--- src/lps_pkg.sv ---
package lps_pkg;
  // ==========================================================
  // Command codes
  // ==========================================================
  localparam logic [7:0] CMD_NOP           = 8'h25;
  localparam logic [7:0] CMD_DISP_CTRL     = 8'hca;
  localparam logic [7:0] CMD_COM_SCAN      = 8'hbb;
  localparam logic [7:0] CMD_OSC_ON        = 8'hd1;
  localparam logic [7:0] CMD_OSC_OFF       = 8'hd2;
  localparam logic [7:0] CMD_SLEEP_EXIT    = 8'h94;
  localparam logic [7:0] CMD_SLEEP_ENTRY   = 8'h95;
  localparam logic [7:0] CMD_VOLUME        = 8'h81;
  localparam logic [7:0] CMD_SUPPLY        = 8'h20;
  localparam logic [7:0] CMD_DISP_NORMAL   = 8'ha6;
  localparam logic [7:0] CMD_DISP_INVERT   = 8'ha7;
  localparam logic [7:0] CMD_PARTIAL_ENTER = 8'ha8;
  localparam logic [7:0] CMD_PARTIAL_EXIT  = 8'ha9;
  localparam logic [7:0] CMD_DATA_LAYOUT   = 8'hbc;
  localparam logic [7:0] CMD_PALETTE       = 8'hce;
  localparam logic [7:0] CMD_PAGE_WIN      = 8'h75;
  localparam logic [7:0] CMD_COL_WIN       = 8'h15;
  localparam logic [7:0] CMD_MEM_WRITE     = 8'h5c;
  localparam logic [7:0] CMD_DISP_ON       = 8'haf;
  localparam logic [7:0] CMD_DISP_OFF      = 8'hae;

  // ==========================================================
  // Reset values
  // ==========================================================
  localparam logic [7:0] RST_DISP_CTRL0 = 8'h00;
  localparam logic [7:0] RST_DISP_CTRL1 = 8'h00;
  localparam logic [7:0] RST_DISP_CTRL2 = 8'h11;
  localparam logic [7:0] RST_COM_SCAN   = 8'h00;
  localparam logic [7:0] RST_VOL_ALPHA  = 8'h00;
  localparam logic [7:0] RST_VOL_RATIO  = 8'h00;
  localparam logic [7:0] RST_DATA_LAY0  = 8'h00;
  localparam logic [7:0] RST_DATA_LAY1  = 8'h00;
  localparam logic [7:0] RST_DATA_LAY2  = 8'h02;
  localparam logic [7:0] RST_PALETTE    = 8'h00;
  localparam logic [7:0] RST_WINDOW     = 8'h00;
  localparam int         PALETTE_DEPTH  = 20;

  // ==========================================================
  // Timing
  // ==========================================================
  localparam int CLK_HZ          = 25_000_000;
  localparam int SETTLE_MS       = 100;
  localparam int SETTLE_CYCLES   = SETTLE_MS * (CLK_HZ / 1000);
  localparam int RESET_HOLD_NS   = 350;
  localparam int RESET_HOLD_CYC  = (RESET_HOLD_NS * (CLK_HZ / 1_000_000) + 999) / 1000;

  // ==========================================================
  // APB register map of the host sequencer
  // ==========================================================
  localparam logic [7:0] REG_CTRL   = 8'h00;
  localparam logic [7:0] REG_STATUS = 8'h04;
  localparam logic [7:0] REG_WAIT   = 8'h08;
  localparam logic [7:0] REG_WDATA  = 8'h0c;
  localparam int CTRL_POWER_UP   = 0;
  localparam int CTRL_POWER_DOWN = 1;
  localparam int CTRL_USE_RESET  = 2;
  localparam int CTRL_SLEEP      = 3;
  localparam int CTRL_WAKE       = 4;
  localparam int CTRL_PIXEL      = 5;
endpackage

--- src/lps_link_if.sv ---
`timescale 1ns/100ps
interface lps_link_if;
  logic       resetN;
  logic       wrStrobe;
  logic       isData;
  logic [7:0] dataByte;
  logic       ready;
  modport host (output resetN, output wrStrobe, output isData, output dataByte, input ready);
  modport dev  (input resetN, input wrStrobe, input isData, input dataByte, output ready);
endinterface

--- src/lps_wait_timer.sv ---
`timescale 1ns/100ps
module lps_wait_timer #(
  parameter int W = 32
) (
  input  wire logic         clk_sys,
  input  wire logic         srst,
  input  wire logic         start,
  input  wire logic [W-1:0] count,
  output logic              done
);
  logic [W-1:0] cnt_q;
  logic         run_q;

  always_ff @(posedge clk_sys) begin
    if (srst) begin
      cnt_q <= '0;
      run_q <= 1'b0;
    end else if (start) begin
      cnt_q <= count;
      run_q <= 1'b1;
    end else if (run_q) begin
      if (cnt_q <= 1) run_q <= 1'b0;
      cnt_q <= (cnt_q == '0) ? cnt_q : cnt_q - 1'b1;
    end
  end

  assign done = run_q && (cnt_q <= 1);
endmodule // lps_wait_timer

--- src/lps_host.sv ---
// The APB slave port and the placing of the registers are this design's own decisions.
`timescale 1ns/100ps
module lps_host
  import lps_pkg::*;
(
  input  wire logic        clk_sys,
  input  wire logic        srst,
  input  wire logic        psel,
  input  wire logic        penable,
  input  wire logic        pwrite,
  input  wire logic [7:0]  paddr,
  input  wire logic [31:0] pwdata,
  output logic [31:0]      prdata,
  output logic             pready,
  output logic             pslverr,
  lps_link_if.host         link
);
  typedef enum {IDLE, RST_LOW, SEND, WAITING} lps_state_t;
  typedef enum {NONE, UP, DOWN, DOWN_RST, SLEEP, WAKE} lps_seq_t;

  lps_state_t  state_q;
  lps_seq_t    seq_q;
  logic [3:0]  step_q;
  logic [31:0] wait_q;
  logic [7:0]  pix_q;
  logic        pixPend_q;
  logic        sendPix_q;
  logic        rstN_q;
  logic [8:0]  item;
  logic        lastStep;
  logic        timerStart;
  logic        timerDone;
  logic        busy;
  logic [15:0] rstCnt_q;
  logic        apbWr;

  assign busy    = state_q != IDLE;
  assign pready  = 1'b1;
  assign apbWr   = psel && penable && pwrite;
  assign pslverr = psel && penable && paddr > REG_WDATA;

  // ==========================================================
  // Command scripts: {isData, byte}; 9'h0ff waits, 9'h1ff ends
  // ==========================================================
  always_comb begin
    item = 9'h1ff;
    unique case (seq_q)
      UP: unique case (step_q)
        4'd0: item = {1'b0, CMD_SLEEP_EXIT};
        4'd1: item = {1'b0, CMD_OSC_ON};
        4'd2: item = {1'b0, CMD_SUPPLY};
        4'd3: item = {1'b1, 8'h0f};
        4'd4: item = 9'h0ff;
        4'd5: item = {1'b0, CMD_DISP_ON};
        default: item = 9'h1ff;
      endcase
      DOWN: unique case (step_q)
        4'd0: item = {1'b0, CMD_DISP_OFF};
        4'd1: item = {1'b0, CMD_SUPPLY};
        4'd2: item = {1'b1, 8'h00};
        4'd3: item = {1'b0, CMD_OSC_OFF};
        4'd4: item = {1'b0, CMD_SLEEP_ENTRY};
        default: item = 9'h1ff;
      endcase
      SLEEP: unique case (step_q)
        4'd0: item = {1'b0, CMD_DISP_OFF};
        4'd1: item = {1'b0, CMD_SUPPLY};
        4'd2: item = {1'b1, 8'h00};
        4'd3: item = {1'b0, CMD_OSC_OFF};
        4'd4: item = {1'b0, CMD_SLEEP_ENTRY};
        default: item = 9'h1ff;
      endcase
      WAKE: unique case (step_q)
        4'd0: item = {1'b0, CMD_SLEEP_EXIT};
        4'd1: item = {1'b0, CMD_OSC_ON};
        4'd2: item = 9'h0ff;
        4'd3: item = {1'b0, CMD_DISP_ON};
        default: item = 9'h1ff;
      endcase
      default: item = 9'h1ff;
    endcase
  end

  assign lastStep   = item == 9'h1ff;
  assign timerStart = state_q == SEND && !sendPix_q && item == 9'h0ff;

  lps_wait_timer #(.W(32)) lps_wait_timer_inst (
    .clk_sys (clk_sys),
    .srst    (srst),
    .start   (timerStart),
    .count   (wait_q),
    .done    (timerDone)
  );

  // ==========================================================
  // Registers
  // ==========================================================
  always_ff @(posedge clk_sys) begin
    if (srst) begin
      wait_q    <= 32'(SETTLE_CYCLES);
      pix_q     <= 8'h00;
      pixPend_q <= 1'b0;
    end else begin
      if (apbWr && paddr == REG_WAIT) wait_q <= pwdata;
      if (apbWr && paddr == REG_WDATA) begin
        pix_q     <= pwdata[7:0];
        pixPend_q <= 1'b1;
      end else if (sendPix_q) begin
        pixPend_q <= 1'b0;
      end
    end
  end

  always_comb begin
    prdata = 32'h0000_0000;
    if (psel && !pwrite) begin
      unique case (paddr)
        REG_STATUS: prdata = {26'h0, pixPend_q, !rstN_q, 1'(seq_q == WAKE || seq_q == UP),
                              1'(state_q == WAITING), 1'(state_q == RST_LOW), busy};
        REG_WAIT:   prdata = wait_q;
        REG_WDATA:  prdata = {24'h0, pix_q};
        default:    prdata = 32'h0000_0000;
      endcase
    end
  end

  // ==========================================================
  // Sequencer
  // ==========================================================
  always_ff @(posedge clk_sys) begin
    if (srst) begin
      state_q       <= IDLE;
      seq_q         <= NONE;
      step_q        <= 4'h0;
      rstN_q        <= 1'b1;
      rstCnt_q      <= 16'h0;
      sendPix_q     <= 1'b0;
      link.wrStrobe <= 1'b0;
      link.isData   <= 1'b0;
      link.dataByte <= 8'h00;
    end else begin
      link.wrStrobe <= 1'b0;
      sendPix_q     <= 1'b0;
      unique case (state_q)
        IDLE: begin
          step_q <= 4'h0;
          if (apbWr && paddr == REG_CTRL) begin
            if (pwdata[CTRL_POWER_UP]) begin
              seq_q <= UP;
              rstN_q <= 1'b0;
              rstCnt_q <= 16'(RESET_HOLD_CYC);
              state_q <= RST_LOW;
            end else if (pwdata[CTRL_POWER_DOWN] && pwdata[CTRL_USE_RESET]) begin
              seq_q <= DOWN_RST;
              rstN_q <= 1'b0;
              state_q <= IDLE;
            end else if (pwdata[CTRL_POWER_DOWN]) begin
              seq_q <= DOWN;
              state_q <= SEND;
            end else if (pwdata[CTRL_SLEEP]) begin
              seq_q <= SLEEP;
              state_q <= SEND;
            end else if (pwdata[CTRL_WAKE]) begin
              seq_q <= WAKE;
              state_q <= SEND;
            end else if (pwdata[CTRL_PIXEL]) begin
              link.wrStrobe <= 1'b1;
              link.isData   <= 1'b0;
              link.dataByte <= CMD_MEM_WRITE;
            end
          end else if (pixPend_q && !sendPix_q
                       && (seq_q == UP || seq_q == WAKE)) begin
            link.wrStrobe <= 1'b1;
            link.isData   <= 1'b1;
            link.dataByte <= pix_q;
            sendPix_q     <= 1'b1;
          end
        end
        RST_LOW: begin
          if (rstCnt_q <= 16'h1) begin
            rstN_q  <= 1'b1;
            state_q <= SEND;
          end
          rstCnt_q <= rstCnt_q - 16'h1;
        end
        SEND: begin
          if (lastStep) begin
            state_q <= IDLE;
          end else if (item == 9'h0ff) begin
            state_q <= WAITING;
          end else if (link.ready) begin
            link.wrStrobe <= 1'b1;
            link.isData   <= item[8];
            link.dataByte <= item[7:0];
            step_q        <= step_q + 4'h1;
          end
        end
        WAITING: if (timerDone) begin
          step_q  <= step_q + 4'h1;
          state_q <= SEND;
        end
        default: state_q <= IDLE;
      endcase
    end
  end

  assign link.resetN = rstN_q;
endmodule // lps_host

--- src/flat_wrapper.sv ---
// flat-port wrapper written by rule: the top's interface ports become plain ports
module lps_host_flat import lps_pkg::*;
  (clk_sys, srst, psel, penable, pwrite, paddr, pwdata, prdata, pready, pslverr, link_resetN, link_wrStrobe, link_isData, link_dataByte, link_ready);
  lps_link_if link_i ();
  input  wire logic clk_sys;
  input  wire logic srst;
  input  wire logic psel;
  input  wire logic penable;
  input  wire logic pwrite;
  input  wire logic [7:0] paddr;
  input  wire logic [31:0] pwdata;
  output logic [31:0] prdata;
  output logic pready;
  output logic pslverr;
  output wire logic [$bits(link_i.resetN)-1:0] link_resetN;
  output wire logic [$bits(link_i.wrStrobe)-1:0] link_wrStrobe;
  output wire logic [$bits(link_i.isData)-1:0] link_isData;
  output wire logic [$bits(link_i.dataByte)-1:0] link_dataByte;
  input wire logic [$bits(link_i.ready)-1:0] link_ready;
  assign link_resetN = link_i.resetN;
  assign link_wrStrobe = link_i.wrStrobe;
  assign link_isData = link_i.isData;
  assign link_dataByte = link_i.dataByte;
  assign link_i.ready = link_ready;
  lps_host u_core (.clk_sys(clk_sys), .srst(srst), .psel(psel), .penable(penable), .pwrite(pwrite), .paddr(paddr), .pwdata(pwdata), .prdata(prdata), .pready(pready), .pslverr(pslverr), .link(link_i));
endmodule
--- config.mk ---
export PLATFORM = sky130hd
export DESIGN_NAME = lps_host_flat
export DESIGN_NICKNAME = d
export VERILOG_FILES = /design/src/lps_pkg.sv /design/src/lps_link_if.sv /design/src/lps_wait_timer.sv /design/src/lps_host.sv /design/src/flat_wrapper.sv
export SDC_FILE = /design/constraint.sdc
export NUM_CORES = 1
export LEC_CHECK = 0
export ABC_AREA = 1
export CORE_ASPECT_RATIO = 0.75
export CORE_MARGIN = 2
export CORE_UTILIZATION = 35
export DETAILED_ROUTE_END_ITERATION = 8
export DONT_BUFFER_PORTS = 1
export GPL_ROUTABILITY_DRIVEN = 0
export PLACE_DENSITY = 0.49
export SLEW_MARGIN = 20
export SYNTH_ARGS = -nofsm -noshare
export SYNTH_HDL_FRONTEND = slang
export SYNTH_HIERARCHICAL = 1
export SYNTH_SLANG_ARGS = --single-unit
export TNS_END_PERCENT = 10
--- constraint.sdc ---
create_clock -name clk_sys -period 4.7 [get_ports clk_sys]
set_input_delay 0.235 -clock clk_sys [delete_from_list [all_inputs] [get_ports clk_sys]]
set_output_delay 0.235 -clock clk_sys [all_outputs]
set_load 0.01 [all_outputs]
==> impl_table.tex <==
\begin{tabular}{lr}
\hline
Metric & Value \\
\hline
\multicolumn{2}{l}{\textbf{Placed design}} \\
Area post-placement & 0.00706 mm2 \\
Port buffer count & 0 \\
Estimated wirelength of the detail-placed design & 15900 um \\
\multicolumn{2}{l}{\textbf{Global route}} \\
Initial antenna violation count & 0 \\
Wire length of the first global-routing pass & about 34000 um \\
Maximum number of pins on one net before global-route repair & 50 \\
Total gr overflow & 0 \\
Number of global-route vias before repair & 6155 \\
GRT Resource Usage Total & a little over a fifth \\
\multicolumn{2}{l}{\textbf{Status}} \\
Outcome & completed \\
\multicolumn{2}{l}{\textbf{Min path}} \\
Worst min-delay path startpoint & pwdata[17] \\
Path type of the worst min-delay path & primary input to flip-flop \\
Min-Delay Endpoint & u\_core/wait\_q[17] \\
Cell depth of the worst min-delay path & 2 \\
\multicolumn{2}{l}{\textbf{Die}} \\
Initial core utilization & 35.5\% \\
\# IOs & between 90 and 100 \\
Std-Cell Core Area & 0.0193 mm2 \\
Floorplan row count & 44 \\
Chip Width & 166 um \\
Overall die area & 0.0207 mm2 \\
Die Y & 125 um \\
\multicolumn{2}{l}{\textbf{Critical path}} \\
Setup slack on the worst flop-to-flop path & 1.09 ns \\
Required time of the worst setup path & 4.95 ns \\
CP Max Fanout & 31 \\
Path depth of the worst reg2reg path & 19 \\
Crit path launch type & flip-flop \\
Setup CP Type & flip-flop to flip-flop \\
CP Data Arrival Time & between 3 and 4 ns \\
Reg-to-reg critical path endpoint & u\_core/lps\_wait\_timer\_inst/cnt\_q[29] \\
Critical Path End Type & flip-flop \\
Worst reg2reg path startpoint & u\_core/step\_q[0] \\
\multicolumn{2}{l}{\textbf{Synthesis}} \\
EDFF count, synth & 0 \\
Area contributors post-synth & dfxtp\_1, nand2\_1, nor2\_1 \\
Post-synthesis share of cell area spent on xor and xnor gates & 1.66\% \\
Primary FF master, synth & dfxtp\_1 \\
Yosys warnings & 6 \\
Synth cell types & 52 \\
Synthesized area divided by synthesized cell count & 6.15 um2 \\
Largest family of logic cells by synthesized area & simple AND/OR/NAND/NOR gates \\
Asr flop ratio synth & 0\% \\
Sequential element share of the synthesized area & 32.5\% \\
Cells after Synth & 1114 \\
Basic-gate share of the synthesized area counting and, or, nand and nor cells & 40.9\% \\
Net Count, Synth & 1169 \\
Number of synthesized register bits & 111 \\
Compound-cell area share of the yosys netlist & 13.8\% \\
Commonest cells post-synth & nand2\_1, nor2\_1, inv\_1, dfxtp\_1, nand3\_1 \\
Dominant cell type by area after synthesis & dfxtp\_1 \\
Post-synthesis adder-cell area fraction & roughly 1.6\% \\
Share of Yosys cell area claimed by the top area cell type & 32.5\% \\
Most frequently used cell type in the post-synthesis netlist & nand2\_1 \\
Mux share of post-synthesis cell area & 0.146\% \\
Post-synthesis instance area & 0.00685 mm2 \\
\multicolumn{2}{l}{\textbf{Finish}} \\
Final Cell Area & 0.00744 mm2 \\
Area of combinational cells with multiple inputs & 0.00400 mm2 \\
Final nets & $\sim$1200 \\
Area Growth Syn to Fin & 8.62\% \\
Sequential cell area in the final layout & 0.00222 mm2 \\
Core utilization of the finished layout & 38.6\% \\
Fillers & 2170 \\
Fraction of layout cells with a size suffix above 1 & $\sim$7.8\% \\
Antenna diodes & 0 \\
\multicolumn{2}{l}{\textbf{CTS}} \\
Post-CTS resize count & 0 \\
CTS clk-pin slew, worst paths & 0.08 ns \\
Number of sinks driven by the clock tree & $\sim$110 \\
Cts bufs inserted & 9 \\
Clock tree from TritonCTS & yes \\
Clk root buf & clkbuf\_16 \\
Total of hold buffers inserted after clock tree synthesis & 8 \\
Total number of H-tree levels & 3 \\
Source-to-sink clock delay at the later pin of the worst-skew pair & about 0.36 ns \\
Worst-case clock buffer depth & 2 \\
Post-CTS Repair Setup Buffers & 0 \\
\multicolumn{2}{l}{\textbf{STA}} \\
Post-route minimum period & between 3 and 4 ns \\
Worst slew margin relative to its limit & 44.4\% \\
Final count of negative-setup-slack endpoints & 0 \\
Worst Skew & about 0.0075 ns \\
Tightest Pin Transition & 0.828 ns \\
Setup repair after global routing missed its margin & no \\
Post-Route Setup TNS & 0 ns \\
Final-report max-slew violation count & 0 \\
Hold violation count in the final report & 0 \\
Final clock period utilization by the worst path & between 70\% and 80\% \\
Achievable clock frequency & roughly 280 MHz \\
\multicolumn{2}{l}{\textbf{Pwr}} \\
Leakage Power & 3.36 nW \\
Switching power summed over all nets & 900 uW \\
Sw frac & $\sim$36\% \\
Internal power contribution & 1.62 mW \\
Power density over the cells & 338 mW/mm2 \\
Sequential power share & 43.0\% \\
Clock power share & 30.2\% \\
Power after layout & 2.52 mW \\
Worst-case vdd ir drop & 207 uV \\
Logic gate share of total power & 26.9\% \\
\multicolumn{2}{l}{\textbf{Drt}} \\
Remaining DRCs & 0 \\
Via count & 6696 \\
Number of optimization iterations in the first detailed-route pass & 4 \\
Iteration-0 DRC Markers & around 430 \\
Number of nets still failing antenna checks after routing & 0 \\
Number of vias per cell after detailed routing & 4.91 \\
Routed length per instance & between 15 and 20 um \\
Final wirelength & 21400 um \\
\multicolumn{2}{l}{\textbf{Job}} \\
Count of maximum capacitance violations & 0 \\
\hline
\end{tabular}
## registers in the layout (all words and copies together), names as in the netlist
signal / cells
u_core/link.dataByte: 8
u_core/state_q: 2
u_core/wait_q: 32
u_core/lps_wait_timer_inst/cnt_q: 32
u_core/link.isData: 1
u_core/step_q: 4
u_core/pix_q: 8
u_core/sendPix_q: 1
u_core/seq_q: 3
u_core/link.wrStrobe: 1
u_core/link.resetN: 1
u_core/lps_wait_timer_inst/run_q: 1
u_core/rstCnt_q: 16
u_core/pixPend_q: 1
## layout make-up
type	count	share of cell area (%)
Inverter	126	6.39
Multi-Input combinational cell	844	53.8
Clock buffer	10	3.08
Clock inverter	6	0.723
Tap cell	253	4.26
Timing Repair Buffer	14	1.92
Sequential cell	111	29.9
## metal layers
metal  vias up  track usage (%)  routed length (um)
met2       167             28.3                7980
met1      2993             34.2               11900
met4         0             3.35                 142
met3         9             4.64                1400
met5         -                0                   0
li1       3527                -                   -
## metrics by stage
step	hold slack, ns	worst slack [ns]	cells
floorplan	0.297	1.97	1114
global placement	0.315	1.18	1340
detailed placement	0.317	1.08	1340
CTS	0.000620	1.04	1364
global route	0.0101	0.686	1364
finish	0.00545	1.09	1364
## power by group through the flow
stage	clock network [mW]	registers, mW	logic (mW)
finish	0.759	1.08	0.676
global route	0.819	1.09	0.789
CTS	0.786	1.08	0.676
detailed placement	0	1.10	0.655
global placement	0	1.11	0.659
floorplan	0	1.08	0.534
## how the worst max path moves through the flow
stage	from	endpoint
3_5_place_dp	u_core/step_q[0]	u_core/lps_wait_timer_inst/cnt_q[24]
4_1_cts	u_core/step_q[0]	u_core/lps_wait_timer_inst/cnt_q[24]
5_1_grt	u_core/step_q[0]	u_core/lps_wait_timer_inst/cnt_q[24]
2_1_floorplan	u_core/step_q[0]	u_core/lps_wait_timer_inst/cnt_q[10]
6_report	u_core/step_q[0]	u_core/lps_wait_timer_inst/cnt_q[29]
3_3_place_gp	u_core/step_q[0]	u_core/lps_wait_timer_inst/cnt_q[25]
## layout by cell type, fill, tap and decap left out, types with 5 or more instances in the layout
| cell type | netlist | routed |
|---|---|---|
| a211oi_1 | 14 | 14 |
| a21oi_1 | 53 | 53 |
| a21oi_2 | 11 | 11 |
| buf_4 | 1 | 6 |
| clkbuf_16 | 0 | 9 |
| dfxtp_1 | 111 | 111 |
| dlygate4sd3_1 | 0 | 7 |
| ha_1 | 9 | 9 |
| inv_1 | 121 | 121 |
| nand2_1 | 283 | 283 |
| nand2_2 | 13 | 13 |
| nand3_1 | 61 | 61 |
| nand4_1 | 7 | 7 |
| nor2_1 | 234 | 233 |
| nor2_2 | 15 | 16 |
| nor2_4 | 5 | 5 |
| nor3_1 | 18 | 18 |
| o211ai_1 | 7 | 7 |
| o21ai_0 | 56 | 56 |
| xor2_1 | 10 | 10 |
## critical path, cell delays in order, from the launching register on
cell,delay (ns)
dfxtp_1,0.38
inv_1,0.11
ha_1,0.28
o21ai_1,0.22
nand2_2,0.11
nand2_1,0.08
nand2_1,0.07
nand3_1,0.10
nand2_1,0.08
nor2_2,0.16
inv_2,0.08
nor4_2,0.19
buf_4,0.40
inv_1,0.42
nand2_1,0.23
nand2_4,0.24
nand2_1,0.13
nand2_1,0.05
nor2_1,0.10
nor2_1,0.04
## logic make-up after synthesis
logic type                 Yosys count
DFF                                111
AOI/OAI and AO/OA                  161
and+or+nand+nor                    659
buffers and inverters              159
xor gates and xnor gates            13
other                                1
muxes                                1
adders and majority gates            9
Power figures use the tool's default switching activity.
